### config.mk
export PLATFORM = sky130hd
export DESIGN_NAME = rtc_alarm_match
export DESIGN_NICKNAME = d
export VERILOG_FILES = /design/src/logic/rtc_alarm_pkg.sv /design/src/logic/alarm_field_cmp.sv /design/src/logic/rtc_alarm_match.sv
export SDC_FILE = /design/constraint.sdc
export NUM_CORES = 1
export LEC_CHECK = 0
export ABC_CLOCK_PERIOD_IN_PS = 1900
export BUFFER_PORTS_ARGS = -buffer_cell sky130_fd_sc_hd__buf_4
export CELL_PAD_IN_SITES_DETAIL_PLACEMENT = 1
export CELL_PAD_IN_SITES_GLOBAL_PLACEMENT = 1
export CORE_MARGIN = 5
export CORE_UTILIZATION = 39
export CTS_BUF_LIST = sky130_fd_sc_hd__clkbuf_8
export DETAILED_ROUTE_END_ITERATION = 7
export PLACE_DENSITY_LB_ADDON = 0.1
export SETUP_SLACK_MARGIN = 0.15
export SLEW_MARGIN = 20
export SYNTH_ARGS = -nofsm -noshare
export SYNTH_HDL_FRONTEND = slang
export SYNTH_SLANG_ARGS = --single-unit
### constraint.sdc
create_clock -name clk -period 1.9 [get_ports clk]
set_input_delay 0.095 -clock clk [delete_from_list [all_inputs] [get_ports clk]]
set_output_delay 0.095 -clock clk [all_outputs]
set_load 0.01 [all_outputs]
### src/logic/rtc_alarm_pkg.sv
// constants and types shared by the calendar alarm block
package rtc_alarm_pkg;

    localparam int unsigned ADDR_W = 8;
    localparam int unsigned DATA_W = 8;
    localparam int unsigned NUM_FIELDS = 6;
    localparam int unsigned TGT_W = 7;

    // register offsets
    localparam logic [7:0] OFS_SECOND_ALARM  = 8'h00;
    localparam logic [7:0] OFS_MINUTE_ALARM  = 8'h04;
    localparam logic [7:0] OFS_HOUR_ALARM    = 8'h08;
    localparam logic [7:0] OFS_WEEKDAY_ALARM = 8'h0C;
    localparam logic [7:0] OFS_DATE_ALARM    = 8'h10;
    localparam logic [7:0] OFS_MONTH_ALARM   = 8'h14;
    localparam logic [7:0] OFS_ALARM_CTRL    = 8'h18;
    localparam logic [7:0] OFS_IRQ_STATUS    = 8'h1C;
    localparam logic [7:0] OFS_IRQ_MASK      = 8'h20;
    localparam logic [7:0] OFS_MATCH_STATE   = 8'h24;

    // field indices, also the order of the alarm registers
    localparam int unsigned FLD_SEC   = 0;
    localparam int unsigned FLD_MIN   = 1;
    localparam int unsigned FLD_HOUR  = 2;
    localparam int unsigned FLD_WDAY  = 3;
    localparam int unsigned FLD_DATE  = 4;
    localparam int unsigned FLD_MONTH = 5;

    // alarm register layout
    localparam int unsigned ENABLE_BIT = 7;

    // writable target bits per alarm register, reserved bits clear
    localparam logic [6:0] TGT_MASK_SEC   = 7'h7F;
    localparam logic [6:0] TGT_MASK_MIN   = 7'h7F;
    localparam logic [6:0] TGT_MASK_HOUR  = 7'h3F;
    localparam logic [6:0] TGT_MASK_WDAY  = 7'h07;
    localparam logic [6:0] TGT_MASK_DATE  = 7'h3F;
    localparam logic [6:0] TGT_MASK_MONTH = 7'h1F;

    // alarm control register layout
    localparam int unsigned CTRL_FLAG_BIT = 0;
    localparam int unsigned CTRL_AIE_BIT  = 3;

    // interrupt status and mask layout
    localparam int unsigned IRQ_BITS        = 2;
    localparam int unsigned IRQ_MATCH_BIT   = 0;
    localparam int unsigned IRQ_RELEASE_BIT = 1;

    // match state register layout
    localparam int unsigned STATE_MATCH_BIT = 7;

    localparam logic [7:0] ZERO_BYTE = 8'h00;

    // calendar counters, BCD, reserved bits left out
    typedef struct packed {
        logic [4:0] month;
        logic [5:0] date;
        logic [2:0] weekday;
        logic [5:0] hour;
        logic [6:0] minute;
        logic [6:0] second;
    } calendar_s;

    // one alarm register as kept in flops
    typedef struct packed {
        logic       enable;
        logic [6:0] target;
    } alarm_reg_s;

endpackage : rtc_alarm_pkg

### src/logic/alarm_field_cmp.sv
// one alarm field against its calendar counter
`timescale 1ns/1ps
module alarm_field_cmp (
    // field setting
    input  wire logic       enable,
    input  wire logic [6:0] target,
    input  wire logic [6:0] valid_mask,
    // live counter value
    input  wire logic [6:0] counter,
    // result
    output logic            hit
);

    // a disabled field never blocks the match
    assign hit = !enable || ((target & valid_mask) == (counter & valid_mask));

endmodule : alarm_field_cmp

### src/logic/rtc_alarm_match.sv
// calendar alarm registers, field compare, alarm flag and interrupt
//
// Notes on behaviour
// - seconds compared only while its enable set
// - minutes compared only while its enable set
// - hours compared when enabled; bit 6 zero
// - weekday compared when enabled; bits 6-3 zero
// - date compared when enabled; bit 6 zero
// - month compared when enabled; bits 6-5 zero
// - alarm needs all enabled fields equal
// - power-on clears enables, keeps targets
// - manual reset and standby keep alarm registers
// - match sets flag; write 0 clears
// - flag reaches interrupt only with enable bit
`timescale 1ns/1ps
module rtc_alarm_match (
    // clock and resets
    input  wire logic                        clk,
    input  wire logic                        rst,
    input  wire logic                        manual_rst,
    // register port
    input  wire logic [7:0]                  addr,
    input  wire logic [7:0]                  wdata,
    input  wire logic                        wr_en,
    input  wire logic                        rd_en,
    output logic      [7:0]                  rdata,
    // calendar counters
    input  wire rtc_alarm_pkg::calendar_s    calendar,
    // alarm outputs
    output logic                             alarm_event,
    output logic                             alarm_irq,
    output logic                             irq
);

    localparam int unsigned NF = rtc_alarm_pkg::NUM_FIELDS;
    localparam int unsigned EB = rtc_alarm_pkg::ENABLE_BIT;
    localparam int unsigned TW = rtc_alarm_pkg::TGT_W;

    // per field writable target bits
    localparam logic [NF-1:0][6:0] TGT_MASK = {
        rtc_alarm_pkg::TGT_MASK_MONTH,
        rtc_alarm_pkg::TGT_MASK_DATE,
        rtc_alarm_pkg::TGT_MASK_WDAY,
        rtc_alarm_pkg::TGT_MASK_HOUR,
        rtc_alarm_pkg::TGT_MASK_MIN,
        rtc_alarm_pkg::TGT_MASK_SEC
    };

    // per field register offset
    localparam logic [NF-1:0][7:0] FLD_OFS = {
        rtc_alarm_pkg::OFS_MONTH_ALARM,
        rtc_alarm_pkg::OFS_DATE_ALARM,
        rtc_alarm_pkg::OFS_WEEKDAY_ALARM,
        rtc_alarm_pkg::OFS_HOUR_ALARM,
        rtc_alarm_pkg::OFS_MINUTE_ALARM,
        rtc_alarm_pkg::OFS_SECOND_ALARM
    };

    // alarm register state
    logic [NF-1:0]      enable_q;
    logic [NF-1:0][6:0] target_q;
    logic [NF-1:0]      fld_wr;
    logic [NF-1:0][6:0] counter_fld;
    logic [NF-1:0]      hit;

    // control and interrupt state
    logic                                   flag_q;
    logic                                   aie_q;
    logic [rtc_alarm_pkg::IRQ_BITS-1:0]     status_q;
    logic [rtc_alarm_pkg::IRQ_BITS-1:0]     mask_q;
    logic [rtc_alarm_pkg::IRQ_BITS-1:0]     status_set;
    logic [rtc_alarm_pkg::IRQ_BITS-1:0]     status_clr;

    // match tracking
    logic                                   match_now;
    logic                                   match_q;
    logic                                   match_rise;
    logic                                   match_fall;
    logic                                   any_enabled;

    // register decode
    logic                                   ctrl_wr;
    logic                                   status_wr;
    logic                                   mask_wr;
    logic [7:0]                             rdata_d;

    // counters spread into the field order of the registers
    assign counter_fld[rtc_alarm_pkg::FLD_SEC]   = calendar.second;
    assign counter_fld[rtc_alarm_pkg::FLD_MIN]   = calendar.minute;
    assign counter_fld[rtc_alarm_pkg::FLD_HOUR]  = {1'b0, calendar.hour};
    assign counter_fld[rtc_alarm_pkg::FLD_WDAY]  = {4'h0, calendar.weekday};
    assign counter_fld[rtc_alarm_pkg::FLD_DATE]  = {1'b0, calendar.date};
    assign counter_fld[rtc_alarm_pkg::FLD_MONTH] = {2'h0, calendar.month};

    assign ctrl_wr   = wr_en && (addr == rtc_alarm_pkg::OFS_ALARM_CTRL);
    assign status_wr = wr_en && (addr == rtc_alarm_pkg::OFS_IRQ_STATUS);
    assign mask_wr   = wr_en && (addr == rtc_alarm_pkg::OFS_IRQ_MASK);

    genvar gi;
    generate
        for (gi = 0; gi < NF; gi++) begin : g_field
            assign fld_wr[gi] = wr_en && (addr == FLD_OFS[gi]);

            // enable bit cleared by power-on reset or by a write with the enable bit 0, not by manual reset
            always_ff @(posedge clk or posedge rst) begin
                if (rst) begin
                    enable_q[gi] <= 1'b0;
                end else if (fld_wr[gi]) begin
                    enable_q[gi] <= wdata[EB];
                end
            end

            // targets have no reset at all, so no reset can disturb them
            always_ff @(posedge clk) begin
                if (fld_wr[gi]) begin
                    target_q[gi] <= wdata[TW-1:0] & TGT_MASK[gi];
                end
            end

            alarm_field_cmp u_cmp (
                .enable     (enable_q[gi]),
                .target     (target_q[gi]),
                .valid_mask (TGT_MASK[gi]),
                .counter    (counter_fld[gi]),
                .hit        (hit[gi])
            );
        end
    endgenerate

    // all enables clear would match forever, so that counts as no alarm
    assign any_enabled = |enable_q;
    assign match_now   = any_enabled && (&hit);

    always_ff @(posedge clk or posedge rst) begin
        if (rst) begin
            match_q <= 1'b0;
        end else begin
            match_q <= match_now;
        end
    end

    // one event per entry into the matching state
    assign match_rise  = match_now && !match_q;
    assign match_fall  = !match_now && match_q;
    assign alarm_event = match_rise;

    // alarm flag: set wins over a clearing write in the same cycle
    always_ff @(posedge clk or posedge rst) begin
        if (rst) begin
            flag_q <= 1'b0;
        end else if (match_rise) begin
            flag_q <= 1'b1;
        end else if (manual_rst) begin
            flag_q <= 1'b0;
        end else if (ctrl_wr && !wdata[rtc_alarm_pkg::CTRL_FLAG_BIT]) begin
            flag_q <= 1'b0;
        end
    end

    always_ff @(posedge clk or posedge rst) begin
        if (rst) begin
            aie_q <= 1'b0;
        end else if (manual_rst) begin
            aie_q <= 1'b0;
        end else if (ctrl_wr) begin
            aie_q <= wdata[rtc_alarm_pkg::CTRL_AIE_BIT];
        end
    end

    assign alarm_irq = flag_q && aie_q;

    // sticky interrupt status, write one to clear, set wins
    assign status_set = {match_fall, match_rise};
    assign status_clr = status_wr ? wdata[rtc_alarm_pkg::IRQ_BITS-1:0]
                                  : {rtc_alarm_pkg::IRQ_BITS{1'b0}};

    always_ff @(posedge clk or posedge rst) begin
        if (rst) begin
            status_q <= '0;
        end else begin
            status_q <= status_set | (status_q & ~status_clr);
        end
    end

    always_ff @(posedge clk or posedge rst) begin
        if (rst) begin
            mask_q <= '0;
        end else if (mask_wr) begin
            mask_q <= wdata[rtc_alarm_pkg::IRQ_BITS-1:0];
        end
    end

    // the mask gates status; the alarm flag path keeps its own enable
    assign irq = alarm_irq || (|(status_q & mask_q));

    // read mux, unmapped offsets read zero
    always_comb begin
        rdata_d = rtc_alarm_pkg::ZERO_BYTE;
        for (int i = 0; i < NF; i++) begin
            if (addr == FLD_OFS[i]) begin
                rdata_d = {enable_q[i], target_q[i]};
            end
        end
        case (addr)
            rtc_alarm_pkg::OFS_ALARM_CTRL: begin
                rdata_d[rtc_alarm_pkg::CTRL_FLAG_BIT] = flag_q;
                rdata_d[rtc_alarm_pkg::CTRL_AIE_BIT]  = aie_q;
            end
            rtc_alarm_pkg::OFS_IRQ_STATUS: begin
                rdata_d[rtc_alarm_pkg::IRQ_BITS-1:0] = status_q;
            end
            rtc_alarm_pkg::OFS_IRQ_MASK: begin
                rdata_d[rtc_alarm_pkg::IRQ_BITS-1:0] = mask_q;
            end
            rtc_alarm_pkg::OFS_MATCH_STATE: begin
                rdata_d[NF-1:0] = hit & enable_q;
                rdata_d[rtc_alarm_pkg::STATE_MATCH_BIT] = match_now;
            end
            default: begin
                rdata_d = rdata_d;
            end
        endcase
    end

    // read data stands only in the cycle after the strobe
    always_ff @(posedge clk or posedge rst) begin
        if (rst) begin
            rdata <= rtc_alarm_pkg::ZERO_BYTE;
        end else if (rd_en) begin
            rdata <= rdata_d;
        end else begin
            rdata <= rtc_alarm_pkg::ZERO_BYTE;
        end
    end

endmodule : rtc_alarm_match

==> results of run 1 <==
==> area by class of cell <==
class | instances | area share
clock buffer | 5 | 0.01695
clock inverter | 3 | 0.002774
inverter | 7 | 0.006472
multi-input combinational | 192 | 0.3334
sequential | 55 | 0.3809
tap | 99 | 0.03051
timing repair buffer | 121 | 0.2290
==> synthesized netlist by cell type (3+ instances only) <==
master,instances
nor2_1,19
mux2_2,7
clkbuf_1,5
edfxtp_1,34
o22ai_1,4
mux2i_1,6
a22oi_1,6
nand2_1,15
nand4_1,3
nor2b_1,4
a21oi_1,11
dfrtp_1,21
and3_1,5
xor2_1,19
nor3_1,8
xnor2_1,15
nand3_1,14
inv_1,7
o21ai_0,17
==> placed cells by master (no fill, tap or decap), types with 3 or more instances in the layout <==
cell	n
a22oi_1	6
o21ai_0	16
clkbuf_8	5
nand3_1	14
nor2_1	18
buf_4	114
xnor2_1	15
dlygate4sd3_1	4
mux2i_1	6
inv_1	8
nor2b_1	4
mux2_2	7
a21oi_1	11
xor2_1	19
nand4_1	3
o22ai_1	4
nor3_2	3
nor3_1	6
nand2_1	14
edfxtp_1	34
buf_6	3
and3_1	5
dfrtp_1	21
==> stage by stage <==
stage                     total power, mW  instances  utilization  TNS, ps
final                               2.323        482       0.5568    -1501
after global routing                2.416        482       0.5568    -2237
after CTS                           2.325        478       0.5486   -851.2
after detailed placement            1.682        462       0.5252   -181.2
after global placement              1.680        462       0.5252   -120.7
after floorplan                     1.472        262            -        0
==> power by group <==
part | internal, mW | switching, mW
clock network | 0.248 | 0.383
logic | 0.196 | 0.193
registers | 1.29 | 0.0154
total | 1.73 | 0.591
==> routing by layer <==
metal / GRT usage / vias up / routed length, um
met4: 0.06192 / 0 / 216
met1: 0.3140 / 1285 / 4426
li1: - / 1216 / -
met5: 0 / - / 0
met3: 0.04648 / 16 / 829
met2: 0.3885 / 107 / 4951
==> what timing repair did <==
item / 4_1_cts / 5_1_grt
setup buffers: 4 / 4
setup endpoints to repair: 6 / 7
pin swaps: 2 / 5
hold endpoints to repair: 28 / 0
hold buffers: 4 / 0
gates resized for setup: 5 / 6
==> registers in the layout, summed over array words and instances, names as in the netlist <==
signal	count
target_q	34
rdata	8
enable_q	6
mask_q	2
status_q	2
aie_q	1
flag_q	1
match_q	1
==> worst max-delay path: stages, from the launching register on <==
cell and delay [ps]:
edfxtp_1 410, xor2_1 190, nor4_2 270, buf_4 170
nand2_2 40, a22o_1 230, or3_4 350, nor2_2 90
buf_4 120
==> final timing paths <==
check	startpoint	endpoint	slack, ps	cells past startpoint
max	target_q[12]	alarm_event	-380	8
min	wdata[2]	target_q[16]	30	1
max reg2reg	target_q[12]	status_q[1]	-330	9
min reg2reg	match_q	status_q[0]	530	1
max in group asynchronous	rst	enable_q[5]	1270	4
min in group asynchronous	rst	enable_q[2]	380	4
==> logic make-up (layout without fill, tap and decap cells) <==
| family | Yosys count | after routing | synth area share |
|---|---|---|---|
| AO/OA/AOI/OAI | 57 | 57 | 0.1272 |
| XOR/XNOR | 34 | 34 | 0.1019 |
| buffers and inverters | 15 | 136 | 0.02227 |
| flip-flops | 55 | 55 | 0.5293 |
| multiplexers | 14 | 14 | 0.05525 |
| AND/OR/NAND/NOR | 87 | 87 | 0.1640 |
==> qor.csv, run 1 <==
stage,metric,value,unit
finish,syn2layout_area_growth,38.97,%
logic_synthesis,ys_ff_latch,55,
sta,finalSetupViolCount,6,
worst_setup_path,cp-end-kind,output port,
place,pre_cts_slack,-96.57,ps
route,dr.first_iter.drc_count,224,
logic_synthesis,synth_area,2922,um2
floorplanning,io_pins,66,
clock_tree,numCtsBuffers,5,
route,wire_per_inst,21.62,um
worst_setup_path,worstPathRequired,1800,ps
global_route,grt.overflow.total,0,
sta,period_share,1.199,
floorplanning,die_h,96.55,um
sta,worst_slack,-377.8,ps
floorplanning,rows,31,
sta,skew,12.95,ps
finish,multi_input_area,1354,um2
sta,min_period,2278,ps
power,peakVddDrop,0.4284,mV
sta,drv_slew,0,
place,place_area,3830,um2
sta,report.final.hold_viol_count,0,
logic_synthesis,ys.flop_type,edfxtp_1,
run,maxCapViolCount,0,
finish,n_fill_cell,850,
clock_tree,cts_buffer_depth,2,
sta,slew-limit-headroom,0.6910,
floorplanning,core_area,7292,um2
finish,finalNetCount,437,
place,port-buffer-count,65,
place,hpwl,8038,um
route,wl,10420,um
clock_tree,clock_latency,310,ps
sta,rsz0062_at_grt,true,
finish,regArea,1546,um2
finish,drive_gt1_frac,0.3734,
finish,num_antenna_cells,0,
sta,fin_hold_ws,28.13,ps
route,vias,2624,
route,dr.pass1.iters,4,
worst_setup_path,path_class,flip-flop to output port,
logic_synthesis,synthArstFlopShare,0.3818,
logic_synthesis,synth-edff-count,34,
sta,fmax,439.0,MHz
logic_synthesis,avgSynthCellArea,11.15,um2
logic_synthesis,yosysSeqAreaShare,0.5293,
floorplanning,die_w,96.55,um
global_route,grt_pass1_vias,2790,
run_status,violations,negative setup slack,
worst_setup_path,critPathArrivalTime,2180,ps
worst_setup_path,crit_fanout,2,
clock_tree,clock_sinks,55,
run_status,status,"finished, violations left",
power,power_density,572.3,nW/um2
worst_hold_path,hold_class,input port to flip-flop,
place,gp_congestion,0.9388,
worst_setup_path,worstSetupStartpointType,flip-flop,
logic_synthesis,synth_area_leader_cell,edfxtp_1,
global_route,antenna_found_initial,0,
clock_tree,clock-root-buffer,clkbuf_8,
sta,worst_pin_slew,457.6,ps
power,p_leak,1.693,nW
route,routed_via_density,5.444,
logic_synthesis,yosys_warnings,0,
global_route,grt_pass1_wl,15760,um
logic_synthesis,synth_area_leaders,"edfxtp_1 35%, dfrtp_1 18%, xor2_1 5.7%",
logic_synthesis,synth_top_area_frac,0.3495,
global_route,grt_max_degree,26,
clock_tree,cts_tree,yes,
logic_synthesis,syn_nets,317,
floorplanning,dieArea,9322,um2
finish,design_area,4060,um2
route,drc,0,
floorplanning,initial_core_util,0.4007,
clock_tree,cts.clk_slew.worst_paths,100,ps
clock_tree,htree_levels,2,
route,final_antenna_net_count,0,
logic_synthesis,synth_cells,262,
logic_synthesis,yosysUniqueCellTypes,54,
global_route,grt_usage,0.2345,
(Power assumes the default switching activity.)
==> inputs of run 2 (changes only) <==
CORE_UTILIZATION = 30   (was 39)
==> qor.csv, run 2 (synthesized netlist as in run 1, its figures left out) <==
stage,metric,value,unit,change
power,power_density,575.2,nW/um2,+0.51%
clock_tree,cts_buffer_depth,2,,unchanged
finish,finalNetCount,435,,-0.46%
route,drc,0,,unchanged
route,vias,2571,,-2.0%
place,gp_congestion,0.8502,,-9.4%
finish,stdcell_count,514,,+6.6%
clock_tree,clock-root-buffer,clkbuf_8,,
route,dr.pass1.iters,4,,unchanged
sta,finalSetupViolCount,6,,unchanged
finish,syn2layout_area_growth,40.56,%,
global_route,antenna_found_initial,0,,unchanged
floorplanning,die_h,108.7,um,+13%
floorplanning,io_pins,66,,unchanged
route,final_antenna_net_count,0,,unchanged
clock_tree,htree_levels,2,,unchanged
floorplanning,core_area,9639,um2,+32%
route,wl,10660,um,+2.3%
sta,worst_slack,-456.1,ps,-78.37 ps
finish,num_antenna_cells,0,,unchanged
worst_hold_path,hold_class,input port to flip-flop,,
finish,drive_gt1_frac,0.3858,,+0.01246
sta,worst_pin_slew,499.3,ps,+41.77 ps
floorplanning,rows,36,,+16%
finish,largest_register,target_q,,
worst_setup_path,crit_fanout,2,,unchanged
power,p_leak,1.681,nW,-0.72%
floorplanning,initial_core_util,0.3031,,-0.09756
clock_tree,clock_sinks,55,,unchanged
worst_setup_path,path_class,flip-flop to output port,,
worst_hold_path,holdPathStages,1,,unchanged
place,placedCellCount,496,,+7.4%
floorplanning,dieArea,11810,um2,+27%
run_status,violations,negative setup slack,,
worst_setup_path,worstPathRequired,1800,ps,about the same
place,port-buffer-count,65,,unchanged
route,routed_via_density,5.002,,-8.1%
power,peakVddDrop,0.2629,mV,-39%
floorplanning,die_w,108.7,um,+13%
global_route,grt_usage,0.1866,,-0.04786
worst_setup_path,cp-end-kind,output port,,
run,maxCapViolCount,0,,unchanged
worst_setup_path,worstSetupStartpointType,flip-flop,,
clock_tree,numCtsBuffers,5,,unchanged
global_route,grt_pass1_vias,2726,,-2.3%
sta,fmax,424.4,MHz,-3.3%
sta,min_period,2356,ps,+78.37 ps
place,place_area,3885,um2,+1.4%
global_route,grt_pass1_wl,15930,um,+1.1%
route,wire_per_inst,20.74,um,-4.1%
finish,design_area,4106,um2,+1.1%
sta,report.final.hold_viol_count,0,,unchanged
run_status,status,"finished, violations left",,
route,dr.first_iter.drc_count,146,,-35%
power,design_power_total,2.362,mW,+1.7%
clock_tree,cts_tree,yes,,
finish,mostFrequentLayoutCells,"112 x buf_4, 34 x edfxtp_1, 21 x dfrtp_1, 18 x nor2_1, 18 x xor2_1",,
finish,layout_commonest_cell,buf_4,,
global_route,grt_max_degree,22,,-15%
worst_setup_path,critPathArrivalTime,2260,ps,+80 ps
clock_tree,cts.clk_slew.worst_paths,100,ps,about the same
sta,rsz0062_at_grt,true,,
sta,skew,7.529,ps,-5.424 ps
sta,slew-limit-headroom,0.6664,,-0.02454
finish,fin_util,0.4260,,-0.1308
finish,reg_top3,"target_q: 34 flops, rdata: 8 flops, enable_q: 6 flops",,
global_route,grt.overflow.total,0,,unchanged
worst_setup_path,ff2ff_path_depth,9,,unchanged
finish,n_fill_cell,1117,,+31%
sta,drv_slew,0,,unchanged
sta,period_share,1.240,,+0.04125
finish,largest_reg_flops,34,,unchanged
worst_setup_path,r2r_slack,-380,ps,-50 ps
clock_tree,clock_latency,320,ps,about the same
place,hpwl,8381,um,+4.3%
run 2: changes by cell type in the layout (fill, tap and decap cells not counted), moves of 2 or more:
cell | before | now
clkinv_2 | 0 | 2
clkinv_1 | 2 | 0
buf_4 | 114 | 112
inv_1 | 8 | 6
run 2: metrics by stage:
stage	setup WS, ps	setup TNS, ps	hold WS, ps
3_5_place_dp	-108.9	-236.5	162.1
4_1_cts	-426.3	-1060	18.34
2_1_floorplan	115.9	0	71.53
6_report	-456.1	-1718	24.12
3_3_place_gp	-75.06	-181.8	156.4
5_1_grt	-543.6	-2188	3.767
run 2: report_power, final:
group | leakage [nW] | total, mW | internal (mW) | switching [mW]
clock | 0.0483 | 0.670 | 0.261 | 0.409
sequential | 0.582 | 1.31 | 1.29 | 0.0192
combinational | 1.05 | 0.385 | 0.194 | 0.191
total | 1.68 | 2.36 | 1.74 | 0.618
run 2: what timing repair did:
action,4_1_cts,5_1_grt
buffers inserted,2,4
cloned,0,0
pin swaps,0,5
hold buffers,4,0
resized for setup,4,8
setup endpoints to repair,8,8
endpoints found under the hold margin,28,0
run 2: cell type report:
class                           count  area (um2)  share of cell area
Multi-Input combinational cell    192        1356              0.3303
Tap cell                          133       166.4             0.04052
Timing Repair Buffer              119       923.4              0.2249
Inverter                            7       26.28            0.006399
Sequential cell                    55        1546              0.3766
Clock buffer                        5       68.82             0.01676
Clock inverter                      3       18.77            0.004570
run 2: worst max-delay path, cell delays in order, from the launching register on:
cell,delay [ps]
edfxtp_1,440
xor2_2,180
nor4_2,330
buf_4,170
nand2_2,40
a22o_1,200
or3_4,360
nor2_2,100
buf_4,120
run 2: metal layers:
metal  vias up  GRT usage  share of wire
met5         -          0              0
met4         0    0.03517          0.014
met3         8    0.02783          0.048
met2        69     0.3067           0.47
met1      1280     0.2639           0.47
li1       1214          -              -
run 2: path summary, 6_finish.rpt:
kind / start / end
worst max-delay path: target_q[2] / alarm_event
worst min-delay path: wdata[4] / target_q[18]
worst max register to register: target_q[2] / status_q[1]
worst min register to register: match_q / status_q[0]
max in group asynchronous: rst / rdata[3]
min in group asynchronous: rst / rdata[4]
==> inputs of run 3 (changes only) <==
--- a/config.mk
+++ b/config.mk
@@ -15,7 +15,8 @@
 export DETAILED_ROUTE_END_ITERATION = 7
 export PLACE_DENSITY_LB_ADDON = 0.1
-export SETUP_SLACK_MARGIN = 0.15
+export SETUP_SLACK_MARGIN = 0.02
 export SLEW_MARGIN = 20
 export SYNTH_ARGS = -nofsm -noshare
 export SYNTH_HDL_FRONTEND = slang
 export SYNTH_SLANG_ARGS = --single-unit
+export TNS_END_PERCENT = 5
==> constraint.sdc (replaced) <==
create_clock -name clk -period 1.9 [get_ports clk]
set_input_delay 0.095 -clock clk [delete_from_list [all_inputs] [get_ports clk]]
set_output_delay 0.095 -clock clk [all_outputs]
set_load 0.005 [all_outputs]
==> qor.csv, run 3 (synthesized netlist as in run 1, its figures left out) <==
stage,metric,value,unit,change
clock_tree,cts_buffer_depth,2,,unchanged
global_route,grt_pass1_vias,2757,,+1.1%
floorplanning,rows,36,,unchanged
worst_setup_path,cp-end-kind,output port,,
run_status,status,"finished, violations left",,
global_route,grt_pass1_wl,15940,um,about the same
sta,finalSetupViolCount,6,,unchanged
clock_tree,cts_tree,yes,,
route,wire_per_inst,20.45,um,-1.4%
floorplanning,dieArea,11810,um2,unchanged
place,hpwl,8242,um,-1.7%
floorplanning,io_pins,66,,unchanged
sta,slew-limit-headroom,0.5998,,-0.06664
clock_tree,clock_sinks,55,,unchanged
place,place_area,3885,um2,unchanged
finish,stdcell_count,511,,-0.58%
global_route,antenna_found_initial,0,,unchanged
place,gp_congestion,0.8762,,+3.1%
sta,rsz0062_at_grt,true,,
clock_tree,htree_levels,2,,unchanged
finish,mostFrequentLayoutCells,"110 x buf_4, 34 x edfxtp_1, 21 x dfrtp_1, 19 x xor2_1, 18 x nor2_1",,
worst_hold_path,whs_endpoint,target_q[38],,
sta,worst_pin_slew,592.6,ps,+93.23 ps
worst_setup_path,cpMostUsedCell,buf_4,,
sta,drv_slew,0,,unchanged
run_status,violations,negative setup slack,,
finish,num_antenna_cells,0,,unchanged
worst_setup_path,crit_chain,xor2_1 -> nor4_2 -> buf_4 -> nand2_2 -> a22o_1 -> or3_4 -> nor2_2 -> buf_4,,
sta,fmax,427.5,MHz,+0.72%
global_route,grt.overflow.total,0,,unchanged
finish,finalNetCount,432,,-0.69%
finish,design_area,4050,um2,-1.4%
power,peakVddDrop,0.3049,mV,+16%
run,maxCapViolCount,0,,unchanged
floorplanning,die_w,108.7,um,unchanged
power,p_leak,1.664,nW,-1.0%
clock_tree,clock_latency,310,ps,about the same
global_route,grt_use_met2,0.2891,,-0.01765
sta,skew,10.45,ps,+2.918 ps
worst_hold_path,min_from,wdata[3],,
floorplanning,core_area,9639,um2,unchanged
worst_setup_path,r2r_slack,-320,ps,+60 ps
route,drc,0,,unchanged
route,final_antenna_net_count,0,,unchanged
worst_setup_path,critPathArrivalTime,2240,ps,-20 ps
sta,report.final.hold_viol_count,0,,unchanged
route,dr.first_iter.drc_count,159,,+8.9%
sta,min_period,2339,ps,-16.92 ps
finish,largest_reg_flops,34,,unchanged
finish,drive_gt1_frac,0.3651,,-0.02075
global_route,grt_max_degree,26,,+18%
worst_setup_path,crit_fanout,2,,unchanged
place,placedCellCount,496,,unchanged
route,routed_via_density,4.941,,-1.2%
worst_setup_path,ff2ff_path_depth,8,,-1
finish,reg_top3,"target_q: 34 flops, rdata: 8 flops, enable_q: 6 flops",,
finish,largest_register,target_q,,
finish,syn2layout_area_growth,38.63,%,
route,vias,2525,,-1.8%
worst_setup_path,path_class,flip-flop to output port,,
worst_setup_path,worstSetupStartpointType,flip-flop,,
worst_setup_path,worstPathRequired,1800,ps,about the same
global_route,met3_usage,0.03434,,+0.006513
route,dr.pass1.iters,5,,+1
clock_tree,clock-root-buffer,clkbuf_8,,
floorplanning,initial_core_util,0.3031,,unchanged
worst_setup_path,cp_slowest_cell,edfxtp_1,,
clock_tree,cts.clk_slew.worst_paths,110,ps,about the same
sta,worst_slack,-439.2,ps,+16.92 ps
sta,period_share,1.231,,-0.008907
worst_setup_path,timing.rr.end,status_q[1],,
clock_tree,numCtsBuffers,5,,unchanged
power,power_density,574.5,nW/um2,-0.12%
worst_hold_path,holdPathStages,1,,unchanged
finish,layout_commonest_cell,buf_4,,
global_route,grtUsageMet1,0.2564,,-0.007527
worst_setup_path,worst_path_largest_cell_delay,420,ps,-20 ps
place,port-buffer-count,65,,unchanged
global_route,gr-max-usage-layer,met2,,
worst_hold_path,hold_class,input port to flip-flop,,
route,wl,10450,um,-2.0%
global_route,grt_usage,0.1828,,-0.003831
floorplanning,die_h,108.7,um,unchanged
worst_setup_path,reg2reg_from,target_q[13],,
run 3: final cells by class:
cell class | instances | area, um2
clock buffers | 5 | 68.82
clock inverters | 3 | 15.01
fillers | 1120 | 5589
inverters | 7 | 26.28
multi-input cells | 192 | 1331
flip-flops and latches | 55 | 1546
well taps | 133 | 166.4
repair buffers | 116 | 895.9
run 3: how the worst max path moves through the flow:
| stage | start | endpoint | slack, ps |
|---|---|---|---|
| finish | target_q[13] | alarm_event | -440 |
| global placement | target_q[13] | status_q[1] | -260 |
| detailed placement | target_q[13] | status_q[1] | -270 |
| floorplan | target_q[13] | status_q[1] | -7 |
| global route | target_q[18] | alarm_event | -580 |
| CTS | target_q[11] | alarm_event | -460 |
run 3: routing by layer:
layer | part of all wire | vias to the layer above | wire, um
li1 | - | 1210 | -
met1 | 0.46 | 1216 | 4842
met2 | 0.46 | 86 | 4803
met3 | 0.059 | 13 | 620
met4 | 0.017 | 0 | 182
met5 | 0 | - | 0
run 3: metrics by stage:
step	hold slack, ps	util	power [mW]	setup WS, ps	TNS, ps
after detailed placement	169.4	0.4030	1.682	-265.5	-847.6
after global routing	37.76	0.4202	2.422	-577.3	-2124
after CTS	2.298	0.4174	2.339	-462.4	-1434
after global placement	165.1	0.4030	1.680	-261.2	-869.2
after floorplan	71.53	-	1.469	-6.730	-6.730
final	43.34	0.4202	2.327	-439.2	-1386
run 3: repair_timing:
item,4_1_cts,5_1_grt
pin swaps,4,3
hold buffers,4,1
gates resized for setup,0,5
buffers inserted,2,0
endpoints found under the hold margin,26,4
setup endpoints to repair,6,7
run 3: power by group:
group / internal [mW] / leakage, nW / switching [mW]
clock network: 0.254 / 0.0477 / 0.401
registers: 1.29 / 0.582 / 0.0165
logic: 0.182 / 1.03 / 0.185
total: 1.72 / 1.66 / 0.602
run 3: worst max-delay path, delay by kind of cell, from the launching register on:
kind,cells,cell delay (ps)
xor gates and xnor gates,1,170
buffers and inverters,2,290
and+or+nand+nor,4,800
DFF,1,420
AOI/OAI and AO/OA,1,250
